--- src/hdl/lhb_pkg.sv ---
package lhb_pkg;
  // ------------------------------------------------------------
  // Timing
  // ------------------------------------------------------------
  localparam int unsigned CLK_HZ = 10_000_000;
  localparam int unsigned TICK_S = 1;
  localparam int unsigned TICK_CYC = CLK_HZ * TICK_S;
  localparam int unsigned MIN_ON_MS = 250;
  localparam int unsigned MIN_ON_CYC = MIN_ON_MS * (CLK_HZ / 1000);
  localparam int unsigned MIN_ON_EXP_S = 1;
  localparam int unsigned MIN_ON_EXP_CYC = MIN_ON_EXP_S * CLK_HZ;
  localparam int CNT_W = 24;
  localparam int NUM_EVT = 4;

  // ------------------------------------------------------------
  // Register map and fields
  // ------------------------------------------------------------
  localparam logic [7:0] ADDR_CFG = 8'h00;
  localparam logic [7:0] ADDR_LOOP_TIME = 8'h04;
  localparam logic [7:0] ADDR_LOOP_BAND = 8'h08;
  localparam logic [7:0] ADDR_HEATER_THR = 8'h0c;
  localparam logic [7:0] ADDR_CT_SEL = 8'h10;
  localparam logic [7:0] ADDR_STATUS = 8'h14;
  localparam int CFG_LATCH_LSB = 8;
  localparam int CFG_RESET_BIT = 16;
  localparam int CURRENT_INPUT_SELECT_LSB = 8;
  localparam int STAT_SEC_LSB = 16;

  localparam logic [1:0] MODE_OFF = 2'h0;
  localparam logic [1:0] MODE_LOOP = 2'h1;
  localparam logic [1:0] MODE_SENSOR = 2'h2;
  localparam logic [1:0] MODE_HEATER = 2'h3;

  // ------------------------------------------------------------
  // Reset values and automatic ranges
  // ------------------------------------------------------------
  localparam logic [13:0] LOOP_TIME_RST = 14'h0000;
  localparam logic [13:0] LOOP_BAND_RST = 14'h0014;
  localparam logic [8:0] HEATER_THR_RST = 9'h000;
  localparam logic [6:0] CT_ADDR_RST = 7'h00;
  localparam logic [2:0] CURRENT_INPUT_SELECT_RST = 3'h0;
  localparam logic [13:0] TIME_AUTO_MIN = 14'h0014;
  localparam logic [13:0] TIME_AUTO_MAX = 14'h270f;
  localparam logic [13:0] BAND_T_MIN = 14'h0014;
  localparam logic [13:0] BAND_T_MAX = 14'h03e8;
  localparam logic [13:0] BAND_A_MIN = 14'h0002;
  localparam logic [13:0] BAND_A_MAX = 14'h0064;
  localparam logic [6:0] CT_EXP_BASE = 7'h40;
  localparam logic [6:0] CT_EXP_SW0 = 7'h50;
endpackage : lhb_pkg

--- src/hdl/lhb_alarm.sv ---
// The AHB-Lite interface to the registers and the register offsets are this design's own decisions.
`timescale 1ns/1ps
`default_nettype none
// Contract
// - Heating: saturated output must move PV by the band within the window.
// - Cooling: same check with output saturation senses reversed.
// - Hold loop evaluation in tuning, manual, stop or ramp unless input fault.
// - Reset, mode change or zero time/band restarts window, loop alarm off.
// - Set or correction change restarts window, loop alarm kept.
// - MV change, stop or tune start restarts window; standard off, latched kept.
// - Sensor break, over-range or under-range drives loop alarm on.
// - Loop break acts only for events whose mode selects it.
// - After tuning store twice integral as window, clamped 20 to 9999.
// - After tuning store twice integral as band, clamped per input kind.
// - Auto values held until input type change, retune or manual write.
// - Alarm reset input restarts the monitoring start point.
// - Sensor open alarm in its mode, standard or latched only.
// - Heater alarm when measured current is below the threshold.
// - Heater checked only while control output is on.
// - No current sample until on-time passes 250 ms, or 1 s remote.
// - Heater check never with a current-type control output.
// - Heater alarm option is standard or latched only.
// - Four alarm events per channel.
// - Current source address 0 local, 65 to 80 expansion, default 0.
// - Expansion switch 0 maps to 80, 1 to F map to 65 to 79.
// - Current input index 0 to 3 local, 0 to 7 expansion, default 0.
module lhb_alarm
  import lhb_pkg::*;
#(
  parameter int unsigned TICK_CYC_P = TICK_CYC,
  parameter int unsigned MIN_ON_CYC_P = MIN_ON_CYC,
  parameter int unsigned MIN_ON_EXP_CYC_P = MIN_ON_EXP_CYC
)(
  input wire logic clk_sys_i,
  input wire logic rst_i,
  input wire logic hsel_i,
  input wire logic [31:0] haddr_i,
  input wire logic [1:0] htrans_i,
  input wire logic hwrite_i,
  input wire logic [2:0] hsize_i,
  input wire logic [31:0] hwdata_i,
  input wire logic hready_i,
  output logic [31:0] hrdata_o,
  output logic hreadyout_o,
  output logic hresp_o,
  input wire logic [15:0] process_value_i,
  input wire logic mv_at_high_i,
  input wire logic mv_at_low_i,
  input wire logic cooling_mode_i,
  input wire logic analog_input_i,
  input wire logic auto_tune_i,
  input wire logic manual_ctrl_i,
  input wire logic ctrl_stop_i,
  input wire logic ramp_active_i,
  input wire logic sensor_open_i,
  input wire logic input_over_range_i,
  input wire logic input_under_range_i,
  input wire logic op_mode_change_i,
  input wire logic sv_change_i,
  input wire logic corr_change_i,
  input wire logic mv_change_i,
  input wire logic input_type_change_i,
  input wire logic tune_done_i,
  input wire logic [15:0] tune_integral_i,
  input wire logic alarm_reset_i,
  input wire logic ctrl_out_on_i,
  input wire logic current_output_i,
  input wire logic [35:0] ct_local_i,
  input wire logic [71:0] ct_exp_i,
  input wire logic [3:0] exp_addr_sw_i,
  output logic [NUM_EVT-1:0] alarm_o,
  output logic loop_break_alarm_o
);

  // ------------------------------------------------------------
  // Bus slave
  // ------------------------------------------------------------
  logic wr_ph_r;
  logic [7:0] wr_addr_r;
  logic [31:0] rdata_r;
  logic [7:0] mode_bits_r;
  logic [NUM_EVT-1:0] latch_opt_r;
  logic sw_reset_r;
  logic [13:0] loop_time_r;
  logic [13:0] loop_band_r;
  logic [8:0] heater_thr_r;
  logic [6:0] ct_addr_r;
  logic [2:0] ct_in_r;
  logic [13:0] sec_cnt_r;
  logic loop_cond_r;
  logic heater_cond_r;
  logic [NUM_EVT-1:0] alarm_r;
  logic fault;
  logic src_ok;
  logic addr_take;
  logic wr_time;
  logic wr_band;

  assign addr_take = hsel_i && htrans_i[1] && hready_i;
  assign hreadyout_o = 1'b1;
  assign hresp_o = 1'b0;
  assign hrdata_o = rdata_r;
  assign wr_time = wr_ph_r && (wr_addr_r == ADDR_LOOP_TIME);
  assign wr_band = wr_ph_r && (wr_addr_r == ADDR_LOOP_BAND);

  always_ff @(posedge clk_sys_i)
  begin
    if (rst_i)
    begin
      wr_ph_r <= 1'b0;
      wr_addr_r <= 8'h00;
    end
    else
    begin
      wr_ph_r <= addr_take && hwrite_i;
      wr_addr_r <= haddr_i[7:0];
    end
  end

  // Read data is latched in the address phase, so every access is zero-wait
  always_ff @(posedge clk_sys_i)
  begin
    if (rst_i)
      rdata_r <= 32'h0000_0000;
    else if (addr_take && !hwrite_i)
    begin
      case (haddr_i[7:0])
        ADDR_CFG: rdata_r <= {20'h00000, latch_opt_r, mode_bits_r};
        ADDR_LOOP_TIME: rdata_r <= {18'h00000, loop_time_r};
        ADDR_LOOP_BAND: rdata_r <= {18'h00000, loop_band_r};
        ADDR_HEATER_THR: rdata_r <= {23'h000000, heater_thr_r};
        ADDR_CT_SEL: rdata_r <= {21'h000000, ct_in_r, 1'b0, ct_addr_r};
        ADDR_STATUS: rdata_r <= {2'h0, sec_cnt_r, 8'h00, src_ok, fault,
                                 heater_cond_r, loop_cond_r, alarm_r};
        default: rdata_r <= 32'h0000_0000;
      endcase
    end
  end

  always_ff @(posedge clk_sys_i)
  begin
    if (rst_i)
    begin
      mode_bits_r <= 8'h00;
      latch_opt_r <= 4'h0;
      sw_reset_r <= 1'b0;
      heater_thr_r <= HEATER_THR_RST;
      ct_addr_r <= CT_ADDR_RST;
      ct_in_r <= CURRENT_INPUT_SELECT_RST;
    end
    else
    begin
      sw_reset_r <= wr_ph_r && (wr_addr_r == ADDR_CFG) && hwdata_i[CFG_RESET_BIT];
      if (wr_ph_r && (wr_addr_r == ADDR_CFG))
      begin
        mode_bits_r <= hwdata_i[7:0];
        latch_opt_r <= hwdata_i[CFG_LATCH_LSB +: NUM_EVT];
      end
      if (wr_ph_r && (wr_addr_r == ADDR_HEATER_THR))
        heater_thr_r <= hwdata_i[8:0];
      if (wr_ph_r && (wr_addr_r == ADDR_CT_SEL))
      begin
        ct_addr_r <= hwdata_i[6:0];
        ct_in_r <= hwdata_i[CURRENT_INPUT_SELECT_LSB +: 3];
      end
    end
  end

  // ------------------------------------------------------------
  // Window and band values, automatic after tuning
  // ------------------------------------------------------------
  function automatic logic [13:0] twice_clamp(input logic [15:0] ti,
                                              input logic [13:0] lo,
                                              input logic [13:0] hi);
    logic [16:0] d;
    d = {ti, 1'b0};
    if (d < {3'h0, lo})
      return lo;
    else if (d > {3'h0, hi})
      return hi;
    else
      return d[13:0];
  endfunction : twice_clamp

  // Tuning wins over a bus write in the same cycle
  always_ff @(posedge clk_sys_i)
  begin
    if (rst_i)
    begin
      loop_time_r <= LOOP_TIME_RST;
      loop_band_r <= LOOP_BAND_RST;
    end
    else if (input_type_change_i)
    begin
      loop_time_r <= LOOP_TIME_RST;
      loop_band_r <= analog_input_i ? BAND_A_MIN : LOOP_BAND_RST;
    end
    else if (tune_done_i)
    begin
      loop_time_r <= twice_clamp(tune_integral_i, TIME_AUTO_MIN, TIME_AUTO_MAX);
      loop_band_r <= analog_input_i ?
        twice_clamp(tune_integral_i, BAND_A_MIN, BAND_A_MAX) :
        twice_clamp(tune_integral_i, BAND_T_MIN, BAND_T_MAX);
    end
    else
    begin
      if (wr_time)
        loop_time_r <= hwdata_i[13:0];
      if (wr_band)
        loop_band_r <= hwdata_i[13:0];
    end
  end

  // ------------------------------------------------------------
  // Loop break engine
  // ------------------------------------------------------------
  logic stop_d_r;
  logic tune_d_r;
  logic reset_evt;
  logic restart_off;
  logic restart_keep;
  logic restart_std;
  logic suspend;
  logic sat_up;
  logic sat_dn;
  logic rise;
  logic fall;
  logic moved;
  logic win_restart;
  logic expired;
  logic tick;
  logic [CNT_W-1:0] tick_cnt_r;
  logic [15:0] ref_pv_r;

  assign fault = sensor_open_i || input_over_range_i || input_under_range_i;
  assign reset_evt = alarm_reset_i || sw_reset_r;
  assign restart_off = reset_evt || op_mode_change_i ||
                       (loop_time_r == 14'h0000) || (loop_band_r == 14'h0000);
  assign restart_keep = sv_change_i || corr_change_i;
  assign restart_std = mv_change_i || (ctrl_stop_i && !stop_d_r) ||
                       (auto_tune_i && !tune_d_r);
  assign suspend = (auto_tune_i || manual_ctrl_i || ctrl_stop_i || ramp_active_i)
                   && !fault;
  assign sat_up = cooling_mode_i ? mv_at_low_i : mv_at_high_i;
  assign sat_dn = cooling_mode_i ? mv_at_high_i : mv_at_low_i;
  assign rise = {1'b0, process_value_i} >= ({1'b0, ref_pv_r} + {3'h0, loop_band_r});
  assign fall = ({1'b0, process_value_i} + {3'h0, loop_band_r}) <= {1'b0, ref_pv_r};
  assign moved = (sat_up && rise) || (sat_dn && fall);
  assign win_restart = restart_off || restart_keep || restart_std || suspend ||
                       !(sat_up || sat_dn) || moved;
  assign expired = !win_restart && (sec_cnt_r >= loop_time_r);
  assign tick = (tick_cnt_r == CNT_W'(TICK_CYC_P - 1));

  always_ff @(posedge clk_sys_i)
  begin
    if (rst_i)
    begin
      stop_d_r <= 1'b0;
      tune_d_r <= 1'b0;
    end
    else
    begin
      stop_d_r <= ctrl_stop_i;
      tune_d_r <= auto_tune_i;
    end
  end

  // Window start: reference PV and elapsed seconds restart together
  always_ff @(posedge clk_sys_i)
  begin
    if (rst_i)
    begin
      tick_cnt_r <= '0;
      sec_cnt_r <= 14'h0000;
      ref_pv_r <= 16'h0000;
    end
    else if (win_restart)
    begin
      tick_cnt_r <= '0;
      sec_cnt_r <= 14'h0000;
      ref_pv_r <= process_value_i;
    end
    else
    begin
      tick_cnt_r <= tick ? '0 : tick_cnt_r + 1'b1;
      if (tick && (sec_cnt_r != 14'h3fff))
        sec_cnt_r <= sec_cnt_r + 14'h0001;
    end
  end

  // Input fault sets and wins over every clearing event
  always_ff @(posedge clk_sys_i)
  begin
    if (rst_i)
      loop_cond_r <= 1'b0;
    else if (fault)
      loop_cond_r <= 1'b1;
    else if (restart_off)
      loop_cond_r <= 1'b0;
    else if (restart_std)
      loop_cond_r <= 1'b0;
    else if (restart_keep || suspend)
      loop_cond_r <= loop_cond_r;
    else if (expired)
      loop_cond_r <= 1'b1;
    else if (moved)
      loop_cond_r <= 1'b0;
  end

  assign loop_break_alarm_o = loop_cond_r;

  // ------------------------------------------------------------
  // Heater current measurement
  // ------------------------------------------------------------
  logic src_exp;
  logic [6:0] exp_target;
  logic [8:0] cur_sel;
  logic [CNT_W-1:0] on_cnt_r;
  logic [CNT_W-1:0] on_need;
  logic meas_ok;

  assign src_exp = (ct_addr_r != 7'h00);
  assign exp_target = (exp_addr_sw_i == 4'h0) ? CT_EXP_SW0 :
                      (CT_EXP_BASE + {3'h0, exp_addr_sw_i});
  assign src_ok = !src_exp || (ct_addr_r == exp_target);
  assign cur_sel = src_exp ? ct_exp_i[9*ct_in_r +: 9] :
                   ct_local_i[9*ct_in_r[1:0] +: 9];
  assign on_need = src_exp ? CNT_W'(MIN_ON_EXP_CYC_P) : CNT_W'(MIN_ON_CYC_P);
  assign meas_ok = ctrl_out_on_i && (on_cnt_r > on_need);

  // Short pulses leave the transformer reading unsettled, so they are skipped
  always_ff @(posedge clk_sys_i)
  begin
    if (rst_i || !ctrl_out_on_i)
      on_cnt_r <= '0;
    else if (on_cnt_r <= on_need)
      on_cnt_r <= on_cnt_r + 1'b1;
  end

  always_ff @(posedge clk_sys_i)
  begin
    if (rst_i)
      heater_cond_r <= 1'b0;
    else
      heater_cond_r <= meas_ok && !current_output_i && src_ok &&
                       (heater_thr_r != 9'h000) && (cur_sel < heater_thr_r);
  end

  // ------------------------------------------------------------
  // Alarm events
  // ------------------------------------------------------------
  genvar g;
  generate
    for (g = 0; g < NUM_EVT; g++)
    begin : g_evt
      logic [1:0] mode;
      logic cond;
      logic clr;
      logic latch_r;
      assign mode = mode_bits_r[2*g +: 2];
      assign cond = (mode == MODE_LOOP) ? loop_cond_r :
                    (mode == MODE_SENSOR) ? sensor_open_i :
                    (mode == MODE_HEATER) ? heater_cond_r : 1'b0;
      assign clr = (mode == MODE_LOOP) ? restart_off : reset_evt;
      // Set wins over clear in the same cycle
      always_ff @(posedge clk_sys_i)
      begin
        if (rst_i)
          latch_r <= 1'b0;
        else if (cond)
          latch_r <= 1'b1;
        else if (clr || (mode == MODE_OFF))
          latch_r <= 1'b0;
      end
      // Option bit offers only standard or latched behaviour
      always_ff @(posedge clk_sys_i)
      begin
        if (rst_i)
          alarm_r[g] <= 1'b0;
        else
          alarm_r[g] <= cond || (latch_opt_r[g] && latch_r && (mode != MODE_OFF));
      end
    end
  endgenerate

  assign alarm_o = alarm_r;
endmodule : lhb_alarm
`default_nettype wire

--- config.mk ---
export PLATFORM = sky130hd
export DESIGN_NAME = lhb_alarm
export DESIGN_NICKNAME = d
export VERILOG_FILES = /design/src/hdl/lhb_pkg.sv /design/src/hdl/lhb_alarm.sv
export SDC_FILE = /design/constraint.sdc
export NUM_CORES = 1
export LEC_CHECK = 0
export BUFFER_PORTS_ARGS = -buffer_cell sky130_fd_sc_hd__buf_2
export CAP_MARGIN = 10
export CORE_UTILIZATION = 40
export DETAILED_ROUTE_END_ITERATION = 7
export GPL_TIMING_DRIVEN = 0
export PLACE_DENSITY_LB_ADDON = 0.2
export RECOVER_POWER = 50
export SLEW_MARGIN = 20
export SYNTH_ARGS = -nofsm -noshare
export SYNTH_HDL_FRONTEND = slang
export SYNTH_SLANG_ARGS = --single-unit
--- constraint.sdc ---
create_clock -name clk_sys_i -period 6.5 [get_ports clk_sys_i]
set_clock_uncertainty 0.05 [all_clocks]
set_input_delay 0.65 -clock clk_sys_i [delete_from_list [all_inputs] [get_ports clk_sys_i]]
set_output_delay 0.65 -clock clk_sys_i [all_outputs]
set_load 0.005 [all_outputs]
==> results.yml, run 1 <==
drt:
  routed.top_layer: "met4"
  met1_length_um: 18200
  antenna_left: 0
  wl_met3_um: 2430
  drc: 0
  wl_um: 39900
  wl_met2_um: 18700
  vias_per_cell: 5.58
  drt_iter0_markers: 847
  detail_route.wl_per_cell_um: 19.0
  dr.pass1.iters: 5
  num_vias: 11700
sta:
  timing.fmax_mhz: 204
  period_minus_slack_ns: 4.90
  fin_hold_ws_ns: 0.415
  hold_viol_final: 0
  final_max_slew_viol_count: 0
  fin_crit_sh_pct: 75.4
  fin_setup_tns_ns: 0
  relSlewSlack_pct: 6.36
  setup_viol: 0
  rsz0062_at_grt: "no"
  worst_slack_ns: 1.60
  tightest_slew_ns: 1.37
worst_setup_path:
  cp-end-kind: "flop"
  arrival_ns: 5.17
  critPathLaunchType: "flop"
  r2r_slack_ns: 1.60
  critPathRequiredTime_ns: 6.77
  path_class: "flop to flop"
  r2r_cells: 19
  crit_chain: "ha_1 -> fa_1 -> a211oi_1 -> o21ai_0 -> and2_1 -> o311ai_1 -> nand2b_1 -> a21oi_1 -> xor2_1 -> ha_1 -> nand2_1 -> nor3_1 -> a22oi_1 -> a21oi_1 -> a22oi_4 -> and2_1 -> buf_2 -> buf_6 -> o21ai_1"
  timing.rr.start: "loop_band_r[0]"
  critPathMaxStageDelay_ns: 0.50
  worst_path_max_delay_cell: "o311ai_1"
  reg2reg_to: "ref_pv_r[12]"
  critPathMaxFanout: 10
cts:
  clk_latency_ns: 0.44
  cts_hold_buf: 0
  clkSinkCount: 187
  cts_resized: 0
  cts_inserted_buffers: 17
  cts-htree-levels: 4
  cts_tree: "done"
  root_buffer: "clkbuf_16"
  post_cts_buffers: 0
  clkTransAtPathRegs_ns: 0.08
  ctsLongestPathBuffers: 2
synthesis:
  synth_xor_area_share_pct: 6.09
  syn_inst: 1453
  synthAdderAreaFrac_pct: 10.2
  ys.flop_type: "dfxtp_1"
  synth.avg_cell_area_um2: 8.51
  synth_seq_cells: 187
  synth_compound_area_share_pct: 15.8
  yosysMostFrequentCell: "dfxtp_1"
  synth_cell_types: 80
  synthMuxAreaShare_pct: 10.2
  synth-edff-count: 0
  synthArstFlopShare_pct: 0
  yosys.area_share.simple_pct: 22.7
  yosysWarnings: 0
  synth_top_family_by_area: "simple AND/OR/NAND/NOR gates"
  synth_common_cells: "dfxtp_1 (187), nor2_1 (168), nand2_1 (133)"
  yosysTopAreaCell: "dfxtp_1"
  synth_seq_area_share_pct: 30.3
  synth.top_cells.by_area: "dfxtp_1 (30%), ha_1 (9.9%), mux4_2 (6.6%), nor2_1 (5.1%), a21oi_1 (4.0%)"
  syn_area_um2: 12400
  yosysTopAreaCellShare_pct: 30.3
finish:
  nets: 2033
  diodes: 0
  drive_gt1_share_pct: 17.8
  fillCellCount: 3047
  syn_to_final_growth_pct: 17.3
  final_cells: 2103
  regArea_um2: 3740
  multi_input_area_um2: 8060
  final_area_um2: 14500
floorplan:
  placeableCoreArea_um2: 30500
  die_y_um: 178
  start_util_pct: 40.5
  io_pins: 277
  rows: 64
  die_area_um2: 31600
  die_x_um: 178
global_routing:
  grt_pass1_vias: 10800
  grt_start_max_net_pins: 18
  antenna_found_initial: 0
  grt_overflow: 0
  grt_pass1_wl_um: 60800
  grt_use_total_pct: 25.0
power:
  ir_worst_vdd_mv: 0.192
  p_leak_nw: 5.72
  p_per_area_nw_per_um2: 184
job:
  drv_cap: 0
min_path:
  worstHoldPathCells: 2
  min_from: "g_evt[0].latch_r"
  holdPathEnd: "g_evt[0].latch_r"
  hold_class: "flop to flop"
placement:
  hpwlAfterDp_um: 31600
  io_buffers: 219
  dpl-instance-area_um2: 14000
  gp_congestion: 0.894
  dpl.cell_count: 2072
  dp_slack_ns: 1.68
status:
  outcome: "finished, final reports clean"
-- sequential cells by signal (all words and copies together) (netlist names), 3 cells and up --
register	cells
latch_opt_r	4
ct_addr_r	7
wr_addr_r	8
loop_time_r	14
ct_in_r	3
on_cnt_r	24
loop_band_r	14
ref_pv_r	16
g_evt.latch_r	4
alarm_o	4
heater_thr_r	9
tick_cnt_r	24
mode_bits_r	8
sec_cnt_r	14
hrdata_o	28
-- metrics by stage --
step | utilization (%) | power [mW]
final | 47.6 | 2.67
after global routing | 47.6 | 2.79
after CTS | 47.7 | 2.69
after detailed placement | 45.8 | 1.63
after global placement | 45.8 | 1.62
after floorplan | - | 1.46
-- cell type report --
class | instances | share of cell area, %
clock buffers | 19 | 3.12
well taps | 396 | 3.41
flip-flops and latches | 187 | 25.8
multi-input cells | 1133 | 55.5
plain buffers | 68 | 2.15
inverters | 69 | 1.78
clock inverters | 12 | 0.896
repair buffers | 219 | 7.32
-- cell families after synthesis --
logic type	Yosys count
AND/OR/NAND/NOR	554
AO/OA/AOI/OAI	307
flip-flops	187
buffers and inverters	137
adder cells (fa/ha/maj)	100
XOR/XNOR	86
multiplexers	80
other	2
-- how the worst max path moves through the flow --
| stage | start | slack, ns | to |
|---|---|---|---|
| 2_1_floorplan | process_value_i[0] | 2.54 | ref_pv_r[6] |
| 3_3_place_gp | process_value_i[0] | 1.73 | ref_pv_r[13] |
| 3_5_place_dp | process_value_i[0] | 1.68 | ref_pv_r[11] |
| 4_1_cts | loop_band_r[0] | 1.66 | tick_cnt_r[12] |
| 5_1_grt | loop_band_r[0] | 1.28 | tick_cnt_r[20] |
| 6_report | loop_band_r[0] | 1.60 | ref_pv_r[12] |
-- report_power, final --
group          internal, mW  switching, mW
sequential             1.16         0.0264
combinational         0.185          0.238
clock                 0.561          0.496
-- per-layer routing --
layer	vias up	GRT usage [%]
met4	0	4.81
li1	5733	-
met5	-	0
met1	5631	35.0
met3	34	4.20
met2	330	40.1
-- cell usage in the layout, fill, tap and decap left out, drive strengths merged, types with 4 or more instances in the layout --
cell / netlist / final
buf: 20 / 211
dfxtp: 187 / 187
nor2: 169 / 169
nand2: 134 / 134
a21oi: 100 / 100
ha: 98 / 98
clkbuf: 47 / 94
inv: 69 / 76
o21ai: 69 / 69
xor2: 44 / 44
xnor2: 42 / 42
nor3: 42 / 42
mux2i: 39 / 39
nand3: 37 / 37
mux4: 36 / 36
a22oi: 34 / 34
nor4: 25 / 25
nand2b: 23 / 23
nor2b: 23 / 23
nand4: 22 / 22
nand4b: 18 / 18
and3: 18 / 18
a21o: 14 / 14
a211oi: 12 / 12
and2: 10 / 10
a31oi: 9 / 9
o21a: 8 / 8
o211ai: 8 / 8
and4: 8 / 8
a211o: 6 / 6
o21bai: 6 / 6
conb: 2 / 6
o22ai: 5 / 5
mux2: 5 / 5
or2: 4 / 4
a22o: 4 / 4
o221ai: 4 / 4
or3: 4 / 4
-- worst max-delay path: cells and delay by family, from the launching register on --
kind	cells	cell delay [ns]
AO/OA/AOI/OAI	8	2.15
adder cells (fa/ha/maj)	3	0.99
AND/OR/NAND/NOR	5	0.65
flip-flops	1	0.40
buffers and inverters	2	0.38
XOR/XNOR	1	0.16
Note: power is estimated with default switching activity, not from simulation.
==> run 2, diff against run 1 <==
==> constraint.sdc (replaced) <==
create_clock -name clk_sys_i -period 4.2 [get_ports clk_sys_i]
set_clock_uncertainty 0.05 [all_clocks]
set_input_delay 0.42 -clock clk_sys_i [delete_from_list [all_inputs] [get_ports clk_sys_i]]
set_output_delay 0.42 -clock clk_sys_i [all_outputs]
set_load 0.005 [all_outputs]
==> run 2 against run 1 <==
The flow now finishes with violations (max-capacitance violations, max-slew violations); register-to-register slack worse by 1.5 ns; sequential power up 55%; utilization up 1.2 points; largest cell class unchanged.
==> results.yml, run 2 (synthesis gave the netlist of run 1 again) <==
finish:
  final_cell_mix: "buf_2 (195), dfxtp_1 (181), nor2_1 (167), nand2_1 (130)"
  final_common_cell: "buf_2"
  nets: 2045
  largest_register_ffs: 28
  drive_gt1_share_pct: 20.5
  final_area_um2: 14900
  diodes: 0
  syn_to_final_growth_pct: 20.3
cts:
  cts-htree-levels: 4
  root_buffer: "clkbuf_16"
  cts_tree: "done"
  cts_inserted_buffers: 17
  clkSinkCount: 187
  cts_hold_buf: 0
  clk_latency_ns: 0.44
  clkTransAtPathRegs_ns: 0.08
  ctsLongestPathBuffers: 2
floorplan:
  io_pins: 277
  placeableCoreArea_um2: 30500
  die_x_um: 178
  die_area_um2: 31600
  rows: 64
  start_util_pct: 40.5
  die_y_um: 178
global_routing:
  grt_overflow: 0
  antenna_found_initial: 0
  grt_start_max_net_pins: 18
  grt_pass1_wl_um: 61100
  grt_use_total_pct: 25.1
  grt_pass1_vias: 10900
worst_setup_path:
  critPathMaxFanout: 6
  cp-end-kind: "flop"
  path_class: "flop to flop"
  critPathRequiredTime_ns: 4.47
  arrival_ns: 4.36
  critPathLaunchType: "flop"
sta:
  relSlewSlack_pct: -1.95
  period_minus_slack_ns: 4.09
  tightest_slew_ns: 1.49
  hold_viol_final: 0
  final_max_slew_viol_count: 1
  setup_viol: 0
  fin_crit_sh_pct: 97.3
  worst_slack_ns: 0.115
  timing.fmax_mhz: 245
drt:
  vias_per_cell: 5.61
  dr.pass1.iters: 7
  drc: 0
  detail_route.wl_per_cell_um: 19.3
  antenna_left: 0
  num_vias: 11900
  wl_um: 40800
  drt_iter0_markers: 932
min_path:
  hold_class: "primary input to flop"
power:
  p_per_area_nw_per_um2: 281
  p_leak_nw: 5.82
  ir_worst_vdd_mv: 0.298
placement:
  dpl-instance-area_um2: 14000
  dp_slack_ns: -0.612
  hpwlAfterDp_um: 31600
  gp_congestion: 0.894
  io_buffers: 219
job:
  drv_cap: 1
status:
  outcome: "complete, but fails checks"
  violations: "max-capacitance violations, max-slew violations"
[run 2: changes by cell type in the layout (fill, tap and decap cells not counted), sizes merged]
cell | previous run | this run
buf | 211 | 219
clkbuf | 94 | 98
dlygate4sd1 | 0 | 1
dlygate4sd2 | 1 | 0
[run 2: final cells by class]
type                            count  area [um2]
Buffer                             68         343
Inverter                           69         259
Timing Repair Buffer              231        1200
Clock buffer                       19         453
Tap cell                          396         495
Fill cell                        3026       15600
Sequential cell                   187        3760
Multi-Input combinational cell   1133        8240
Clock inverter                     12         130
[run 2: critical path, cell delays in order, from the launching register on]
cell       delay [ns]
dfxtp_4          0.38
ha_4             0.18
fa_2             0.39
a211oi_2         0.31
o21ai_1          0.11
and2_4           0.16
o311ai_4         0.33
nand2b_1         0.11
a21oi_2          0.14
xor2_1           0.17
ha_1             0.27
nand2_2          0.11
nor3_2           0.05
a22oi_2          0.24
a21oi_2          0.10
a22oi_4          0.19
buf_12           0.16
and2_4           0.16
buf_8            0.14
clkbuf_16        0.14
o21ai_1          0.06
[run 2: final timing paths]
path | from | endpoint | slack, ns | cells after the start
max reg2reg | loop_band_r[0] | ref_pv_r[14] | 0.11 | 20
min | ctrl_stop_i | stop_d_r | 0.18 | 2
min reg2reg | g_evt[0].latch_r | g_evt[0].latch_r | 0.41 | 2
max | loop_band_r[0] | ref_pv_r[14] | 0.11 | 20
[run 2: what timing repair did]
action / CTS / global route
pin swaps: 1 / 18
cloned: 0 / 4
setup endpoints to repair: 73 / 61
gates resized for setup: 13 / 51
setup buffers: 2 / 6
[run 2: power by group]
group / internal (mW) / total [mW] / switching, mW
clock: 0.868 / 1.65 / 0.777
sequential: 1.80 / 1.84 / 0.0420
combinational: 0.309 / 0.702 / 0.393
total: 2.98 / 4.19 / 1.21
[run 2: metal layers]
| metal | routed length, um | global-route usage, % |
|---|---|---|
| met3 | 2470 | 4.24 |
| met2 | 19100 | 40.5 |
| met5 | 0 | 0 |
| met4 | 542 | 4.59 |
| met1 | 18700 | 35.1 |
[run 2: metrics by stage]
step / setup TNS (ns) / cells / power (mW) / utilization (%) / hold WS, ns
3_3_place_gp: -22.28 / 2072 / 2.51 / 45.8 / 0.397
5_1_grt: -0.124 / 2115 / 4.36 / 48.8 / 0.174
4_1_cts: 0 / 2105 / 4.18 / 48.0 / 0.173
6_report: 0 / 2115 / 4.19 / 48.8 / 0.185
2_1_floorplan: 0 / 1457 / 2.27 / - / 0.376
3_5_place_dp: -29.33 / 2072 / 2.53 / 45.8 / 0.401
==> run 3, diff against run 2 <==
--- a/config.mk
+++ b/config.mk
@@ -9,7 +9,6 @@
 export CAP_MARGIN = 10
 export CORE_UTILIZATION = 40
 export DETAILED_ROUTE_END_ITERATION = 7
-export GPL_TIMING_DRIVEN = 0
 export PLACE_DENSITY_LB_ADDON = 0.2
 export RECOVER_POWER = 50
 export SLEW_MARGIN = 20
==> run 3 against run 2 <==
The flow now finishes without violations; die area stayed put; hold slack got worse by 0.0043 ns; combinational power shrank 2.8%; final cell count fell by 1.9%; final area is 1.7% lower; flip-flop and latch count is the same; routed wire length decreased by 6.7%; fmax up 2.2%; critical path depth is 1 higher; clock-buffer cell count stayed put.
==> results.yml, run 3 (synthesis gave the netlist of run 1 again) <==
worst_setup_path:
  critPathRequiredTime_ns: 4.53
  endpoint: "tick_cnt_r[7]"
  critPathMaxFanout: 11
  cp-end-kind: "flop"
  r2r_cells: 21
  crit_start: "loop_band_r[0]"
  critPathLaunchType: "flop"
  path_class: "flop to flop"
  reg2reg_to: "tick_cnt_r[7]"
  timing.rr.start: "loop_band_r[0]"
  r2r_slack_ns: 0.20
  arrival_ns: 4.33
global_routing:
  grt_pass1_vias: 10600
  grt_overflow: 0
  grt_start_max_net_pins: 61
  grt_pass1_wl_um: 57600
  grt.busiest_layer: "met2"
  met1_usage_pct: 32.3
  gr-usage-met3_pct: 5.01
  grt_use_met2_pct: 37.4
  antenna_found_initial: 0
  grt_use_total_pct: 23.6
cts:
  clk_latency_ns: 0.44
  cts_hold_buf: 0
  cts-htree-levels: 4
  cts_tree: "done"
  clkSinkCount: 187
  root_buffer: "clkbuf_16"
  ctsLongestPathBuffers: 2
  cts_inserted_buffers: 17
  clkTransAtPathRegs_ns: 0.08
finish:
  multi_input_area_um2: 8140
  largest_register_ffs: 28
  final_cells: 2075
  drive_gt1_share_pct: 20.5
  nets: 2004
  syn_to_final_growth_pct: 18.2
  final_common_cell: "buf_2"
  final_area_um2: 14600
  diodes: 0
  fillCellCount: 3003
  regArea_um2: 3750
  final_cell_mix: "buf_2 (196), dfxtp_1 (182), nor2_1 (167), nand2_1 (133), a21oi_1 (98)"
drt:
  num_vias: 11600
  dr.pass1.iters: 7
  wl_um: 38100
  drc: 0
  drt_iter0_markers: 835
  antenna_left: 0
  detail_route.wl_per_cell_um: 18.4
  vias_per_cell: 5.58
sta:
  period_minus_slack_ns: 4.00
  final_max_slew_viol_count: 0
  timing.fmax_mhz: 250
  tightest_slew_ns: 1.33
  relSlewSlack_pct: 11.5
  hold_viol_final: 0
  setup_viol: 0
  fin_crit_sh_pct: 95.2
floorplan:
  die_x_um: 178
  die_area_um2: 31600
  die_y_um: 178
  placeableCoreArea_um2: 30500
  rows: 64
  start_util_pct: 40.5
  io_pins: 277
power:
  pwr-share-seq_pct: 44.8
  clock_power_share_pct: 38.5
  p_comb_share_pct: 16.7
  switchingPower_mw: 1.20
  ir_worst_vdd_mv: 0.275
  p_per_area_nw_per_um2: 280
  p_leak_nw: 5.78
  switching_share_pct: 29.2
  power_mw: 4.09
  p_int_mw: 2.90
placement:
  dpl.cell_count: 2038
  gp_congestion: 0.871
  io_buffers: 225
  hpwlAfterDp_um: 29200
  dpl-instance-area_um2: 13900
status:
  outcome: "finished, final reports clean"
job:
  drv_cap: 0
min_path:
  hold_class: "primary input to flop"
-- run 3: cell count changes in the layout (fill, tap and decap cells not counted), moves of 3 or more --
cell / before / now
clkbuf_1: 76 / 30
nand2_2: 3 / 0
a21oi_1: 94 / 98
a21oi_2: 6 / 2
buf_4: 14 / 24
buf_8: 3 / 0
nand2_1: 130 / 133
buf_6: 3 / 0
-- run 3: timing repair --
| item | CTS | global route |
|---|---|---|
| gates resized for setup | 0 | 29 |
| setup endpoints to repair | 0 | 55 |
| buffers inserted | 0 | 2 |
-- run 3: how the worst min path moves through the flow --
stage | startpoint | end | cells after the start
after floorplan | tick_cnt_r[0] | tick_cnt_r[0] | 1
after global placement | tick_cnt_r[0] | tick_cnt_r[0] | 1
after detailed placement | g_evt[3].latch_r | g_evt[3].latch_r | 2
after CTS | haddr_i[6] | wr_addr_r[6] | 2
after global routing | haddr_i[6] | wr_addr_r[6] | 2
final | haddr_i[6] | wr_addr_r[6] | 2
-- run 3: layer usage --
layer / vias to the layer above / part of all wire, % / wire length [um]
met5: - / 0 / 0
met4: 0 / 1.9 / 736
met3: 39 / 6.2 / 2360
met2: 330 / 46 / 17600
met1: 5538 / 46 / 17300
li1: 5666 / - / -
-- run 3: power groups by stage --
stage               Clock (mW)  Combinational, mW  Sequential, mW
floorplan                    0              0.406            1.86
global placement             0              0.636            1.88
detailed placement           0              0.648            1.88
CTS                       1.61              0.652            1.83
global route              1.68              0.760            1.84
finish                    1.58              0.682            1.84
-- run 3: critical path, cell delays in order (launching register included) --
cell       delay (ns)
dfxtp_1          0.34
buf_4            0.15
ha_2             0.20
inv_1            0.06
fa_2             0.35
nor2b_1          0.15
o31a_1           0.28
o21ai_1          0.15
o21bai_1         0.17
a21oi_1          0.10
xnor2_1          0.13
ha_1             0.29
nand4_1          0.12
nor2_2           0.06
a41oi_1          0.21
nor2_1           0.05
a31o_2           0.24
a22oi_4          0.23
buf_12           0.16
nand3_4          0.13
clkbuf_16        0.21
nor2_1           0.10
-- run 3: cell type report --
| class | instances | area share (%) |
|---|---|---|
| clock buffers | 19 | 2.96 |
| multi-input cells | 1133 | 55.7 |
| flip-flops and latches | 187 | 25.7 |
| clock inverters | 13 | 0.856 |
| repair buffers | 258 | 9.71 |
| well taps | 396 | 3.39 |
| inverters | 69 | 1.77 |
-- run 3: metrics by stage --
stage	TNS, ns	hold WS (ns)	setup WS [ns]	util, %
CTS	0	0.164	0.0500	47.5
finish	0	0.180	0.202	47.9
detailed placement	0	0.402	0.0553	45.6
global placement	0	0.392	0.0938	45.6
floorplan	0	0.376	0.366	-
global route	-0.407	0.160	-0.0281	47.9
